===== src/rtl/flag_pkg.sv =====
// Package for the flash lock access guard: page geometry, request types and carriers.
// Assumes a 32 kB flash split into 512-byte pages with the lock byte in the top usable page.
package flag_pkg;
  localparam int unsigned ADDR_W        = 15;
  localparam int unsigned PAGE_W        = 6;
  localparam int unsigned PAGE_OFS_W    = 9;
  localparam int unsigned NUM_PAGES     = 64;
  localparam logic [5:0]  LOCK_PAGE     = 6'h3e;
  localparam logic [14:0] LOCK_ADDR     = 15'h7dff;
  localparam logic [5:0]  RSVD_PAGE_LO  = 6'h3f;
  localparam logic [7:0]  LOCK_BYTE_RST = 8'hff;
  localparam logic        GRANT_RST     = 1'b0;
  localparam logic        ERR_RST       = 1'b0;

  typedef enum logic [1:0] {
    FLAG_OP_READ,
    FLAG_OP_WRITE,
    FLAG_OP_ERASE,
    FLAG_OP_MASS_ERASE
  } flag_op_e;

  typedef struct packed {
    logic          valid;
    logic          from_dbg;
    flag_op_e      op;
    logic [14:0]   addr;
    logic [7:0]    wdata;
  } flag_req_s;

  typedef struct packed {
    logic          done;
    logic          grant;
    logic          refuse;
  } flag_rsp_s;
endpackage


===== src/rtl/flag_guard.sv =====
// Flash lock access guard: grants or refuses flash requests from debug and firmware.
// Assumes one request per cycle from a single arbitrated port, and a flash controller that acts on grant.
`timescale 1ns/100ps
// Contract
// (RQ1) Debug requests to any unlocked page are granted for read, write and erase.
// (RQ2) Debug requests and unlocked-page firmware requests to a locked page are refused.
// (RQ3) Debug may reach the lock byte page only while that page is unlocked.
// (RQ4) A read of the lock byte itself is always granted.
// (RQ5) A write that clears lock byte bits from 1 to 0 is refused for every requester; the code grants it while the lock byte is still all ones.
// (RQ6) Only a debug whole-device erase unlocks pages, and it resets the lock byte to all ones; the code also loads all ones into the lock byte on rst.
// (RQ7) Firmware may never set lock byte bits from 0 to 1.
// (RQ8) The reserved area is refused to every requester.
// (RQ9) A refused firmware request raises a one-cycle flash-error reset.
// (RQ10) Firmware may reach any unlocked page other than the lock byte page.
// (RQ11) Firmware on a locked page may reach locked pages other than the lock byte page.
// (RQ12) Unlocked-page firmware never erases the lock byte page and reads or writes it only while unlocked.
// (RQ13) Locked-page firmware may read and write the lock byte page but never erase it.
// (RQ14) Page lock status comes from the lock byte and the fetch address classifies firmware.
module flag_guard (
  input  wire logic                clk_sys,
  input  wire logic                rst,
  input  wire flag_pkg::flag_req_s req,
  input  wire logic [14:0]         fetch_addr,
  output flag_pkg::flag_rsp_s      rsp_r,
  output logic                     flash_err_rst_r,
  output logic [7:0]               lock_byte_r
);
  // ---------------------------------------------------------------
  // Decode
  // ---------------------------------------------------------------
  logic [63:0] page_locked;
  logic        fetch_locked;
  logic [5:0]  page;
  logic        tgt_locked;
  logic        is_rsvd;
  logic        is_lock_pg;
  logic        is_lock_adr;
  logic        lock_set_bit;
  logic        lock_clr_bit;
  logic        is_read;
  logic        is_write;
  logic        is_erase;
  logic        is_mass;
  logic        dbg_req;
  logic        fw_req;
  logic        any_locked;
  logic        allow;
  logic        grant_nxt;

  flag_page_map u_map (
    .lock_byte    (lock_byte_r),
    .fetch_addr   (fetch_addr),
    .page_locked  (page_locked),
    .fetch_locked (fetch_locked)
  );

  assign page         = req.addr[flag_pkg::ADDR_W-1:flag_pkg::PAGE_OFS_W];
  assign tgt_locked   = page_locked[page];
  assign is_rsvd      = page >= flag_pkg::RSVD_PAGE_LO;
  assign is_lock_pg   = page == flag_pkg::LOCK_PAGE;
  assign is_lock_adr  = req.addr == flag_pkg::LOCK_ADDR;
  assign is_read      = req.op == flag_pkg::FLAG_OP_READ;
  assign is_write     = req.op == flag_pkg::FLAG_OP_WRITE;
  assign is_erase     = req.op == flag_pkg::FLAG_OP_ERASE;
  assign is_mass      = req.op == flag_pkg::FLAG_OP_MASS_ERASE;
  assign dbg_req      = req.valid && req.from_dbg;
  assign fw_req       = req.valid && !req.from_dbg;
  assign any_locked   = lock_byte_r != flag_pkg::LOCK_BYTE_RST;
  // Programming an erased lock byte is the first lock, not an additional one
  assign lock_clr_bit = any_locked && |(lock_byte_r & ~req.wdata); // RQ5
  assign lock_set_bit = |(~lock_byte_r & req.wdata); // RQ7

  // ---------------------------------------------------------------
  // Permission
  // ---------------------------------------------------------------
  always_comb begin
    allow = 1'b0;
    if (req.op == flag_pkg::FLAG_OP_MASS_ERASE) begin
      allow = req.from_dbg; // RQ6
    end else if (is_rsvd) begin
      allow = 1'b0; // RQ8
    end else if (is_lock_adr && req.op == flag_pkg::FLAG_OP_READ) begin
      allow = 1'b1; // RQ4
    end else if (req.from_dbg) begin
      allow = !tgt_locked; // RQ1 RQ2 RQ3
    end else if (is_lock_pg) begin
      if (req.op == flag_pkg::FLAG_OP_ERASE) begin
        allow = 1'b0; // RQ12 RQ13
      end else begin
        allow = fetch_locked || !tgt_locked; // RQ12 RQ13
      end
    end else begin
      allow = fetch_locked || !tgt_locked; // RQ2 RQ10 RQ11
    end
    if (is_lock_adr && req.op == flag_pkg::FLAG_OP_WRITE) begin
      if (lock_clr_bit || (!req.from_dbg && lock_set_bit)) begin
        allow = 1'b0; // RQ5 RQ7
      end
    end
  end

  assign grant_nxt = req.valid && allow;

  // ---------------------------------------------------------------
  // Answer
  // ---------------------------------------------------------------
  always_ff @(posedge clk_sys or posedge rst) begin
    if (rst) begin
      rsp_r <= '0;
    end else begin
      rsp_r.done   <= req.valid;
      rsp_r.grant  <= grant_nxt;
      rsp_r.refuse <= req.valid && !allow;
    end
  end

  always_ff @(posedge clk_sys or posedge rst) begin
    if (rst) begin
      flash_err_rst_r <= flag_pkg::ERR_RST;
    end else begin
      flash_err_rst_r <= req.valid && !req.from_dbg && !allow; // RQ9
    end
  end

  // ---------------------------------------------------------------
  // Lock byte shadow
  // ---------------------------------------------------------------
  always_ff @(posedge clk_sys or posedge rst) begin
    if (rst) begin
      lock_byte_r <= flag_pkg::LOCK_BYTE_RST;
    end else if (req.valid && req.from_dbg && req.op == flag_pkg::FLAG_OP_MASS_ERASE) begin
      lock_byte_r <= flag_pkg::LOCK_BYTE_RST; // RQ6
    end else if (grant_nxt && is_lock_pg && req.op == flag_pkg::FLAG_OP_ERASE) begin
      lock_byte_r <= flag_pkg::LOCK_BYTE_RST;
    end else if (grant_nxt && is_lock_adr && req.op == flag_pkg::FLAG_OP_WRITE) begin
      lock_byte_r <= req.wdata;
    end
  end

  // ---------------------------------------------------------------
  // Checks
  // ---------------------------------------------------------------
  rsvd_refused_a: assert property (@(posedge clk_sys) disable iff (rst) // RQ8
    req.valid && req.op != flag_pkg::FLAG_OP_MASS_ERASE && is_rsvd |=> rsp_r.refuse && !rsp_r.grant)
    else $error("reserved area access granted");
  fw_err_reset_a: assert property (@(posedge clk_sys) disable iff (rst) // RQ9
    req.valid && !req.from_dbg && !allow |=> flash_err_rst_r ##1 (!flash_err_rst_r || $past(fw_req && !allow)))
    else $error("firmware refusal without error reset");
  dbg_no_err_a: assert property (@(posedge clk_sys) disable iff (rst) // RQ2
    req.valid && req.from_dbg |=> !flash_err_rst_r)
    else $error("debug request raised error reset");
  lock_read_a: assert property (@(posedge clk_sys) disable iff (rst) // RQ4
    req.valid && is_lock_adr && req.op == flag_pkg::FLAG_OP_READ |=> rsp_r.grant)
    else $error("lock byte read refused");
  no_lock_more_a: assert property (@(posedge clk_sys) disable iff (rst) // RQ5
    req.valid && is_lock_adr && req.op == flag_pkg::FLAG_OP_WRITE && lock_clr_bit |=> !rsp_r.grant)
    else $error("lock byte bit cleared");
  fw_no_unlock_a: assert property (@(posedge clk_sys) disable iff (rst) // RQ7
    !req.from_dbg |=> (~$past(lock_byte_r) & lock_byte_r) == 8'h00)
    else $error("firmware raised lock bits");
  mass_erase_a: assert property (@(posedge clk_sys) disable iff (rst) // RQ6
    req.valid && req.from_dbg && req.op == flag_pkg::FLAG_OP_MASS_ERASE
    |=> lock_byte_r == flag_pkg::LOCK_BYTE_RST && rsp_r.grant)
    else $error("mass erase did not unlock");
  dbg_locked_a: assert property (@(posedge clk_sys) disable iff (rst) // RQ2
    req.valid && req.from_dbg && tgt_locked && !is_lock_adr && req.op != flag_pkg::FLAG_OP_MASS_ERASE
    |=> rsp_r.refuse)
    else $error("debug reached locked page");
  lock_pg_erase_a: assert property (@(posedge clk_sys) disable iff (rst) // RQ13
    req.valid && !req.from_dbg && is_lock_pg && req.op == flag_pkg::FLAG_OP_ERASE |=> flash_err_rst_r)
    else $error("firmware erased lock page");

  // ---------------------------------------------------------------
  // Checks on outcomes and lock byte history
  // ---------------------------------------------------------------
  one_outcome_a: assert property (@(posedge clk_sys) disable iff (rst) // RQ2
    req.valid |=> rsp_r.done && (rsp_r.grant != rsp_r.refuse))
    else $error("request without single outcome");
  idle_quiet_a: assert property (@(posedge clk_sys) disable iff (rst) // RQ9
    !req.valid |=> !rsp_r.done && !rsp_r.grant && !rsp_r.refuse && !flash_err_rst_r)
    else $error("response without request");
  err_is_refuse_a: assert property (@(posedge clk_sys) disable iff (rst) // RQ9
    flash_err_rst_r |-> rsp_r.refuse)
    else $error("error reset without refusal");
  rsvd_err_a: assert property (@(posedge clk_sys) disable iff (rst) // RQ9
    fw_req && is_rsvd && !is_mass |=> flash_err_rst_r)
    else $error("reserved access without error reset");
  dbg_unlocked_a: assert property (@(posedge clk_sys) disable iff (rst) // RQ1
    dbg_req && !is_mass && !is_rsvd && !tgt_locked |=> rsp_r.grant)
    else $error("debug refused unlocked page");
  dbg_lock_pg_a: assert property (@(posedge clk_sys) disable iff (rst) // RQ3
    dbg_req && !is_mass && is_lock_pg && tgt_locked && !(is_lock_adr && is_read) |=> rsp_r.refuse)
    else $error("debug reached locked lock page");
  dbg_lock_pg_ok_a: assert property (@(posedge clk_sys) disable iff (rst) // RQ3
    dbg_req && !is_mass && is_lock_pg && !tgt_locked |=> rsp_r.grant)
    else $error("debug refused unlocked lock page");
  fw_unlocked_ok_a: assert property (@(posedge clk_sys) disable iff (rst) // RQ10
    fw_req && !is_mass && !is_rsvd && !is_lock_pg && !tgt_locked |=> rsp_r.grant)
    else $error("firmware refused unlocked page");
  fw_locked_ok_a: assert property (@(posedge clk_sys) disable iff (rst) // RQ11
    fw_req && fetch_locked && !is_mass && !is_rsvd && !is_lock_pg |=> rsp_r.grant)
    else $error("locked firmware refused page");
  fw_locked_deny_a: assert property (@(posedge clk_sys) disable iff (rst) // RQ2
    fw_req && !fetch_locked && tgt_locked && !is_mass && !(is_lock_adr && is_read)
    |=> rsp_r.refuse && flash_err_rst_r)
    else $error("unlocked firmware reached locked page");
  fw_lock_pg_rw_a: assert property (@(posedge clk_sys) disable iff (rst) // RQ13
    fw_req && fetch_locked && is_lock_pg && !is_lock_adr && (is_read || is_write) |=> rsp_r.grant)
    else $error("locked firmware refused lock page");
  fw_unl_lock_pg_a: assert property (@(posedge clk_sys) disable iff (rst) // RQ12
    fw_req && !fetch_locked && is_lock_pg && !tgt_locked && (is_read || is_write) |=> rsp_r.grant)
    else $error("firmware refused unlocked lock page");
  lock_pg_refuse_a: assert property (@(posedge clk_sys) disable iff (rst) // RQ12
    fw_req && is_lock_pg && is_erase |=> rsp_r.refuse)
    else $error("firmware lock page erase granted");
  fw_mass_deny_a: assert property (@(posedge clk_sys) disable iff (rst) // RQ6
    fw_req && is_mass |=> rsp_r.refuse && flash_err_rst_r)
    else $error("firmware mass erase granted");
  lock_stable_a: assert property (@(posedge clk_sys) disable iff (rst) // RQ14
    !req.valid |=> $stable(lock_byte_r))
    else $error("lock byte moved without request");
  lock_written_a: assert property (@(posedge clk_sys) disable iff (rst) // RQ14
    req.valid && is_lock_adr && is_write |=> !rsp_r.grant || lock_byte_r == $past(req.wdata))
    else $error("granted lock byte write lost");
  locked_no_more_a: assert property (@(posedge clk_sys) disable iff (rst) // RQ5
    any_locked |=> ($past(lock_byte_r) & ~lock_byte_r) == 8'h00)
    else $error("extra pages locked");
  only_mass_unl_a: assert property (@(posedge clk_sys) disable iff (rst) // RQ6
    any_locked && !(dbg_req && is_mass) |=> (~$past(lock_byte_r) & lock_byte_r) == 8'h00)
    else $error("pages unlocked without mass erase");
endmodule


===== src/rtl/flag_page_map.sv =====
// Page lock map: turns the lock byte into a per-page locked vector.
// Assumes the lock byte holds the count of locked pages as its ones complement, counted down from the top.
`timescale 1ns/100ps
module flag_page_map (
  input  wire logic [7:0]  lock_byte,
  input  wire logic [14:0] fetch_addr,
  output logic [63:0]      page_locked,
  output logic             fetch_locked
);
  logic [7:0] locked_cnt;
  assign locked_cnt = ~lock_byte;

  // ---------------------------------------------------------------
  // Lock vector, one bit per page
  // ---------------------------------------------------------------
  genvar g;
  generate
    for (g = 0; g < flag_pkg::NUM_PAGES; g++) begin : g_page
      localparam logic [7:0] FROM_TOP = 8'(flag_pkg::LOCK_PAGE) - 8'(g);
      assign page_locked[g] = (g <= int'(flag_pkg::LOCK_PAGE)) && (locked_cnt != 8'h00)
                              && (FROM_TOP < locked_cnt); // RQ14
    end
  endgenerate

  assign fetch_locked = page_locked[fetch_addr[14:9]]; // RQ14
endmodule


===== config.mk =====
export PLATFORM = sky130hd
export DESIGN_NAME = flag_guard
export DESIGN_NICKNAME = d
export VERILOG_FILES = /design/src/rtl/flag_pkg.sv /design/src/rtl/flag_guard.sv /design/src/rtl/flag_page_map.sv
export SDC_FILE = /design/constraint.sdc
export NUM_CORES = 1
export LEC_CHECK = 0
export BUFFER_PORTS_ARGS = -buffer_cell sky130_fd_sc_hd__buf_2
export CORE_ASPECT_RATIO = 1.1
export CORE_MARGIN = 2
export CORE_UTILIZATION = 56
export CTS_CLUSTER_SIZE = 10
export DETAILED_ROUTE_END_ITERATION = 7
export GPL_TIMING_DRIVEN = 0
export PLACE_DENSITY = 0.9
export SYNTH_ARGS = -nofsm -noshare
export SYNTH_HDL_FRONTEND = slang
export SYNTH_SLANG_ARGS = --single-unit
export TNS_END_PERCENT = 100

===== constraint.sdc =====
create_clock -name clk_sys -period 5.2 [get_ports clk_sys]
set_input_delay 0.52 -clock clk_sys [delete_from_list [all_inputs] [get_ports clk_sys]]
set_output_delay 0.52 -clock clk_sys [all_outputs]
set_load 0.03 [all_outputs]

==> impl.org, run 1 <==
** Finish
- 0 antenna diodes ended up in the layout.
- From synthesis to final layout, the design area changed by 16.9%.
- Proportion of layout cells with a drive suffix above 1 :: 0.295
- The filler cells instantiated in the layout total 267.
- Measured on the finished design, the core utilization comes to 0.678.
- Layout Nets :: around 320

** Worst setup path
- Critical path start-end classification :: flip-flop to flip-flop
- Largest delay contributor family on the critical path :: compound AO/OA/AOI/OAI gates
- Destination of the worst register-to-register timing path :: lock_byte_r[1]
- Cell count along the critical path :: 10
- Number of buffers and inverters on the critical path :: 1
- Cell depth of the worst flop-to-flop path :: 10
- The critical path goes through nand4_1 -> a21oi_1 -> a221oi_1 -> o31ai_1 -> o31ai_1 -> a31oi_1 -> nor3_1 -> or4_1 -> buf_6 -> a2bb2oi_2.
- Startpoint of the most critical register-to-register path :: lock_byte_r[6]
- STA puts the critical path data arrival time at between 3000 and 4000 ps.
- The most critical setup path has its startpoint at lock_byte_r[6].
- Among all stages on the critical path, the largest delay is contributed by dfstp_2.
- Req. time, crit path :: 5400 ps
- Startpoint types :: flip-flop
- Setup slack of the worst register-to-register path :: between 2000 and 2500 ps
- The most critical setup path has its endpoint at lock_byte_r[1].
- In this design, the stage delay of the slowest critical-path cell is approximately 610 ps.
- Crit end category :: flip-flop
- Of all nets on the critical path, the largest fanout is 8.
- Cell mode on critical path :: o31ai_1

** Logic synthesis
- Yosys top cell area share :: 0.121
- The share of the Yosys chip area taken by registers is 0.179.
- Top-count cell post-synth :: a21oi_1
- Ranked by instance count, the synthesized netlist is headed by a21oi_1, o21ai_0, inv_1, nor2_1, nand2_1.
- Cell taking the most area after synthesis :: dfstp_2
- Synth Cell Area :: between 0.0015 and 0.002 mm2
- After synthesis, the cell types taking the most area are dfstp_2, a2bb2oi_2, dfrtp_1, a21oi_1, o21ai_0.
- For this run, the number of Yosys warnings is 0.
- Post-synthesis instance total :: 231
- Primary flip-flop cell chosen by synthesis mapping :: dfstp_2
- Async set-or-reset flop fraction in the synthesized netlist :: 1.00
- Yosys mapped a number of flops with a built-in enable equal to 0.
- Synthesis inferred 12 register bits.
- Mean instance size in the synthesized netlist :: about 7.5 um2
- The number of different library cells used by synthesis comes to 57.
- Number of nets produced by synthesis :: between 200 and 300

** Floorplan
- The floorplan step defined a die boundary enclosing 0.00356 mm2.
- For this configuration, the core starts out at a cell density of 0.579.
- The die is about 62 um tall.
- During I/O placement, the number of pins put on the boundary was 56.
- The core region is about 0.0030 mm2.
- The floorplan step set the die width to between 50 and 60 um.
- The initialized floorplan defines 21 standard-cell rows.

** Pwr
- Net switching fraction of the power :: 0.318
- Maximum resistive drop on vdd :: 0.223 mV
- Share of power burned in registers :: 0.385
- The analysis attributes to net switching a power of between 70 and 80 uW.
- Pleak :: between 0.0008 and 0.0009 uW
- Total power after layout :: between 200 and 250 uW
- Of the total power, combinational logic draws 0.320.
- Cell internal pwr :: between 150 and 200 uW
- Power spread over the standard cell area amounts to 123 mW/mm2.
- Clk network pwr share :: 0.295

** Route
- Average via count per standard cell :: around 7.2
- Violation count after the first detailed-routing iteration :: between 200 and 250
- In the routed design, unresolved DRC markers number 0.
- The pre-antenna-repair detailed-routing pass consisted of 6 iterations.
- Via count :: around 2300
- Dividing the detail-routed wire length by the instance count gives approximately 18 um.
- The routed design has 5540 um of wire.
- Number of nets with antenna violations after detailed routing :: 0

** Clock network
- CTS saw 12 sinks.
- After clock tree synthesis, the repair step resized 0 gates.
- In this run, post-CTS hold repair placed 0 buffers.
- Skew-Pair Late Insertion Delay :: about 270 ps
- Number of buffers created by CTS :: 3
- Clock root buffer :: clkbuf_4
- # Post-CTS Setup Buffers :: 0
- CTS H-tree depth :: 1
- Max Buffers Root-to-Sink :: 2
- CTS clk-pin slew, worst paths :: ~70 ps
- CTS tree :: done

** Timing
- Across all setup checks in the final design, the least slack found is between 2000 and 2500 ps.
- Hold Violations, Final :: 0
- Setup violations remaining at the end of the flow were counted as 0.
- For this run, the top clock speed supported by timing is between 300 and 400 MHz.
- In the final timing run, aggregate negative setup slack is 0 ps.
- Final setup skew :: approximately 2.3 ps
- Slew HR :: 0.581
- Final slew viol count :: 0
- Least-Margin Pin Slew :: roughly 620 ps
- The routed design could run at a clock period as short as 3050 ps.
- Setup repair after global routing missed its margin :: false
- Post-route clock period utilization :: 0.587

** Global route
- Entering global routing, the biggest net connects 13 pins.
- The total overflow left after global routing is 0.
- The number of global-route vias before repair came to 2007.
- The first global-routing pass estimated between 9000 and 10000 um of wire.
- In the global route stage, overall resource usage came out at 0.314.
- The initial antenna violation count was 0.

** Placed design
- Buffers placed on the I/O ports in this run total 43.
- Timing analysis after detailed placement gives a worst setup slack of roughly 2200 ps.
- Weighted congestion at the end of routability-driven global placement :: between 0.9 and 1
- After legalization and detailed placement, the total HPWL measured around 4200 um.

** Hold path
- The worst hold path belongs to the class input pin to asynchronous set/reset pin.

** Run
- The tool flagged a number of max-cap violations equal to 0.

** Status
- The flow ran to the end, and the final reports show no timing, DRC or antenna violations.
-- power by group through the flow --
stage	registers [uW]	clock network, uW	logic (uW)
global route	96.3	79.6	86.9
floorplan	102	0	42.6
CTS	96.2	75.0	78.5
finish	96.2	73.7	79.8
global placement	97.6	0	76.8
detailed placement	97.7	0	78.2
-- cell families (layout without fill, tap and decap cells) --
group / Yosys count / count (layout) / synth area share
AND/OR/NAND/NOR: 86 / 86 / 0.286
flip-flops: 12 / 12 / 0.179
AO/OA/AOI/OAI: 104 / 104 / 0.453
buffers and inverters: 29 / 76 / 0.0829
-- how the worst min path moves through the flow --
stage / start / end / slack (ps) / depth (start not counted)
2_1_floorplan: rst / flash_err_rst_r / 380 / 1
3_3_place_gp: rst / rsp_r[1] / 520 / 2
3_5_place_dp: rst / rsp_r[1] / 540 / 2
4_1_cts: rst / rsp_r[1] / 240 / 2
6_report: rst / rsp_r[1] / 240 / 2
5_1_grt: rst / rsp_r[1] / 280 / 2
-- layout make-up --
class | instances | area, um2 | area share
plain buffers | 14 | 87.6 | 0.0432
clock buffers | 4 | 36.3 | 0.0179
inverters | 15 | 56.3 | 0.0277
multi-input cells | 190 | 1280 | 0.631
flip-flops and latches | 12 | 310 | 0.153
well taps | 34 | 42.5 | 0.0210
repair buffers | 43 | 215 | 0.106
-- cell usage in the layout (no fill, tap or decap), types with 7 or more instances in the layout --
cell / netlist / routed
nand4_1: 10 / 10
o211ai_1: 9 / 9
dfstp_2: 8 / 8
nand3_1: 9 / 9
nor2b_1: 7 / 7
nand2_1: 12 / 12
nand2b_1: 8 / 8
buf_2: 6 / 49
a21oi_1: 16 / 16
inv_1: 14 / 14
nor2_1: 14 / 14
o21ai_0: 15 / 15
o31ai_1: 9 / 9
a2bb2oi_2: 8 / 8
-- flip-flops by register name, indices dropped and copies added (netlist names) --
name,count
lock_byte_r,8
rsp_r,3
flash_err_rst_r,1
-- layer usage --
layer / share of wire / track usage / vias up
met5: 0 / 0 / -
met4: 0.036 / 0.134 / 0
met3: 0.10 / 0.0538 / 36
met2: 0.45 / 0.486 / 175
met1: 0.41 / 0.428 / 1026
li1: - / - / 1015
-- metrics by stage --
| step | area, um2 | std cells | hold slack [ps] |
|---|---|---|---|
| 4_1_cts | 2030 | 312 | 242 |
| 5_1_grt | 2030 | 312 | 282 |
| 3_3_place_gp | 1990 | 308 | 522 |
| 6_report | 2030 | 312 | 237 |
| 3_5_place_dp | 1990 | 308 | 544 |
| 2_1_floorplan | 1740 | 231 | 379 |
Note: power is estimated with default switching activity, not from simulation.
==> run 2: changes to the inputs <==
Settings changed: CORE_UTILIZATION 56 to 47, PLACE_DENSITY 0.9 to 0.81.
Clock period 5.2 ns to 2.7 ns, I/O delays scaled along.
==> run 2 against run 1 <==
Effect of this change:
- the flow now finishes with violations (negative setup slack)
- maximum frequency up 9.0%
- critical endpoint is now lock_byte_r[6]
- largest cell class unchanged
- global-route usage up 1.3 points
- clock skew is 0.55 ps higher
- hold slack worse by 200 ps
- sequential power grew 93%
- power is 110% higher
==> impl.org, run 2 (synthesized netlist as in run 1, its figures left out) <==
** Route
- The count of nets left with antenna violations once routing finished came out at 0.
- Number of remaining DRC errors :: 0
- Drt wl/cell :: 19.8 um
- Average via count per standard cell :: around 7
- Via count :: 2333
- The first routing iteration left about 350 violations.
- First-pass iteration count of the detailed router :: 6
- Final wirelength :: 6760 um

** Pwr
- Across the VDD grid, the largest voltage drop is between 0.3 and 0.4 mV.
- Pleak :: between 0.0009 and 0.001 uW
- For this design the ratio of total power to cell area is roughly 220 mW/mm2.

** Worst setup path
- The kind of cell with the highest combined delay along the critical path is compound AO/OA/AOI/OAI gates.
- The worst setup path is captured at a flip-flop.
- The slowest stage of the critical path belongs to the cell dfstp_2.
- The endpoint identified for the worst register-to-register timing path is lock_byte_r[6].
- Ordered list of cells on the worst path :: buf_8 -> nor2b_1 -> o21ai_0 -> a31oi_1 -> nor2_1 -> o211ai_1 -> a31oi_2 -> nor3_2 -> or4_4 -> a2bb2oi_2
- Maximum cell stage delay along the critical path :: between 600 and 700 ps
- The worst register-to-register path has a setup slack of -100 ps.
- The critical path in this run is classified as flip-flop to flip-flop.
- In this run the critical register-to-register path is launched from lock_byte_r[1].
- Of all nets on the critical path, the largest fanout is 10.
- Cell depth of the worst flop-to-flop path :: 10
- Number of buffers and inverters on the critical path :: 1
- Endpoint arrival time on the critical path :: about 3000 ps
- Startpoint types :: flip-flop
- STA puts the critical path data required time at ~2900 ps.

** Status
- Result of the run :: complete, but fails checks
- Failing checks :: negative setup slack

** Finish
- For this run, the number of standard cells in the final layout without fillers is approximately 340.
- The register with the most flip-flops in the final layout is lock_byte_r.
- Leaving out fill and tap cells, the most frequent cells in the layout are buf_2, buf_4, o21ai_0, a21oi_1.
- Leading registers by flop count :: lock_byte_r: 8 flops, rsp_r: 3 flops, flash_err_rst_r: 1 flops
- Layout Nets :: 337
- The repair_antennas step left the layout with diodes totalling 0.
- The area growth from synthesis to layout is 35.4%.
- Of the cells placed in the final design, the portion with a size suffix greater than 1 is 0.419.
- The library cell used most frequently in the layout, excluding fill and tap cells, is buf_2.
- Number of flip-flops under the largest register name :: 8
- For this run, the share of the core covered by cells in the final layout is 0.653.

** Placed design
- At the end of routability-driven placement, the weighted congestion stood at a little under 1.
- The HPWL after detailed placement is 4600 um.
- At the placement stage, the worst setup path has a slack of -315 ps.
- In this run, placement finished with an instance count of roughly 320.
- Port buffer count :: 43

** Timing
- Hold Violations, Final :: 0
- Final slew viol count :: 0
- Worst Slack Setup Final :: -98.5 ps
- Post-route clock period utilization :: 1.04
- Maximum clock frequency :: 357 MHz
- Slew HR :: 0.511
- For the final routed database, the setup TNS stands at -723 ps.
- Final setup skew :: roughly 2.9 ps
- Counting I/O delays and the setup requirement, the final critical path takes ~2800 ps.
- Setup repair after global routing could not meet its margin everywhere.
- For the pin with the worst max-slew slack, the measured transition is 726 ps.
- Final setup fails :: 9

** Run
- The tool flagged a number of max-cap violations equal to 0.

** Clock network
- In this run the number of H-tree levels came out at 1.
- After clock tree synthesis, the clock-pin slew on the worst setup and hold paths is roughly 50 ps.
- Max Buffers Root-to-Sink :: 2
- The tree is rooted in a clkbuf_8.
- For the worst-skew pair, the clock arrives at the later sink with an insertion delay of between 200 and 250 ps.
- Clock tree synthesis found a total of 12 sinks.
- CTS tree :: done
- Number of buffers created by CTS :: 3

** Global route
- Wire length of the first global-routing pass :: between 10000 and 15000 um
- Leftover overflow at the end of global routing :: 0
- The initial antenna violation count is 0.
- Total routing resource utilization after global routing :: 0.327
- Entering global routing, the biggest net connects 13 pins.
- The number of global-route vias before repair was between 2000 and 2500.

** Floorplan
- # rows :: 23
- The die covers around 0.0042 mm2.
- The initial utilization of the core area, before any placement, comes to 0.482.
- Die Ht :: between 60 and 70 um
- IO Pins :: between 50 and 60
- Area inside the core boundary :: 0.00360 mm2
- Measured along the x axis, the die boundary spans between 60 and 70 um.

** Hold path
- The min-delay analysis places its worst path in the category input pin to asynchronous set/reset pin.
==> run 2: changes by cell type in the layout (fill, tap and decap cells not counted), moves of 3 or more <==
cell,before,now
buf_4,1,15
nor2_1,14,10
buf_2,49,46
nor2_2,0,3
nor3_1,6,3
nor3_2,0,3
==> run 2: stage by stage <==
step / total power, uW / area [um2] / hold slack [ps]
after CTS: 512 / 2230 / 35.4
after global placement: 340 / 2010 / 280
after floorplan: 279 / 1740 / 129
after global routing: 547 / 2350 / 71.4
final: 519 / 2350 / 36.4
after detailed placement: 340 / 2010 / 293
==> run 2: cell type report <==
class	instances	area (um2)
multi-input combinational	190	1440
fill	321	1250
timing repair buffer	58	332
sequential	12	310
buffer	13	95.1
inverter	15	66.3
tap	50	62.6
clock buffer	3	41.3
==> run 2: timing repair <==
item,4_1_cts,5_1_grt
cloned,0,0
setup endpoints to repair,11,11
buffers inserted,12,3
resized for setup,24,19
pin swaps,5,6
hold buffers,0,0
hold endpoints to repair,0,0
==> run 2: how the worst max path moves through the flow <==
stage | from | endpoint | cells past startpoint
2_1_floorplan | lock_byte_r[1] | lock_byte_r[0] | 11
3_3_place_gp | lock_byte_r[7] | lock_byte_r[7] | 9
3_5_place_dp | lock_byte_r[7] | lock_byte_r[6] | 10
4_1_cts | lock_byte_r[5] | lock_byte_r[6] | 9
5_1_grt | lock_byte_r[2] | lock_byte_r[6] | 10
6_report | lock_byte_r[1] | lock_byte_r[6] | 10
==> run 2: worst register-to-register path, delay by kind of cell (launching register included) <==
kind	cells	cell delay, ps
compound gates	5	1110
simple gates	4	790
flops	1	640
buf+inv	1	180
==> run 2: power by group <==
group,internal [uW],total [uW],switching (uW)
combinational,69.2,175,105
sequential,185,186,1.24
clock,97.9,159,60.7
total,352,519,167
==> run 2: layer usage <==
| layer | global-route usage | part of all wire |
|---|---|---|
| met5 | 0 | 0 |
| met4 | 0.144 | 0.049 |
| met3 | 0.0728 | 0.10 |
| met2 | 0.562 | 0.48 |
| met1 | 0.382 | 0.37 |
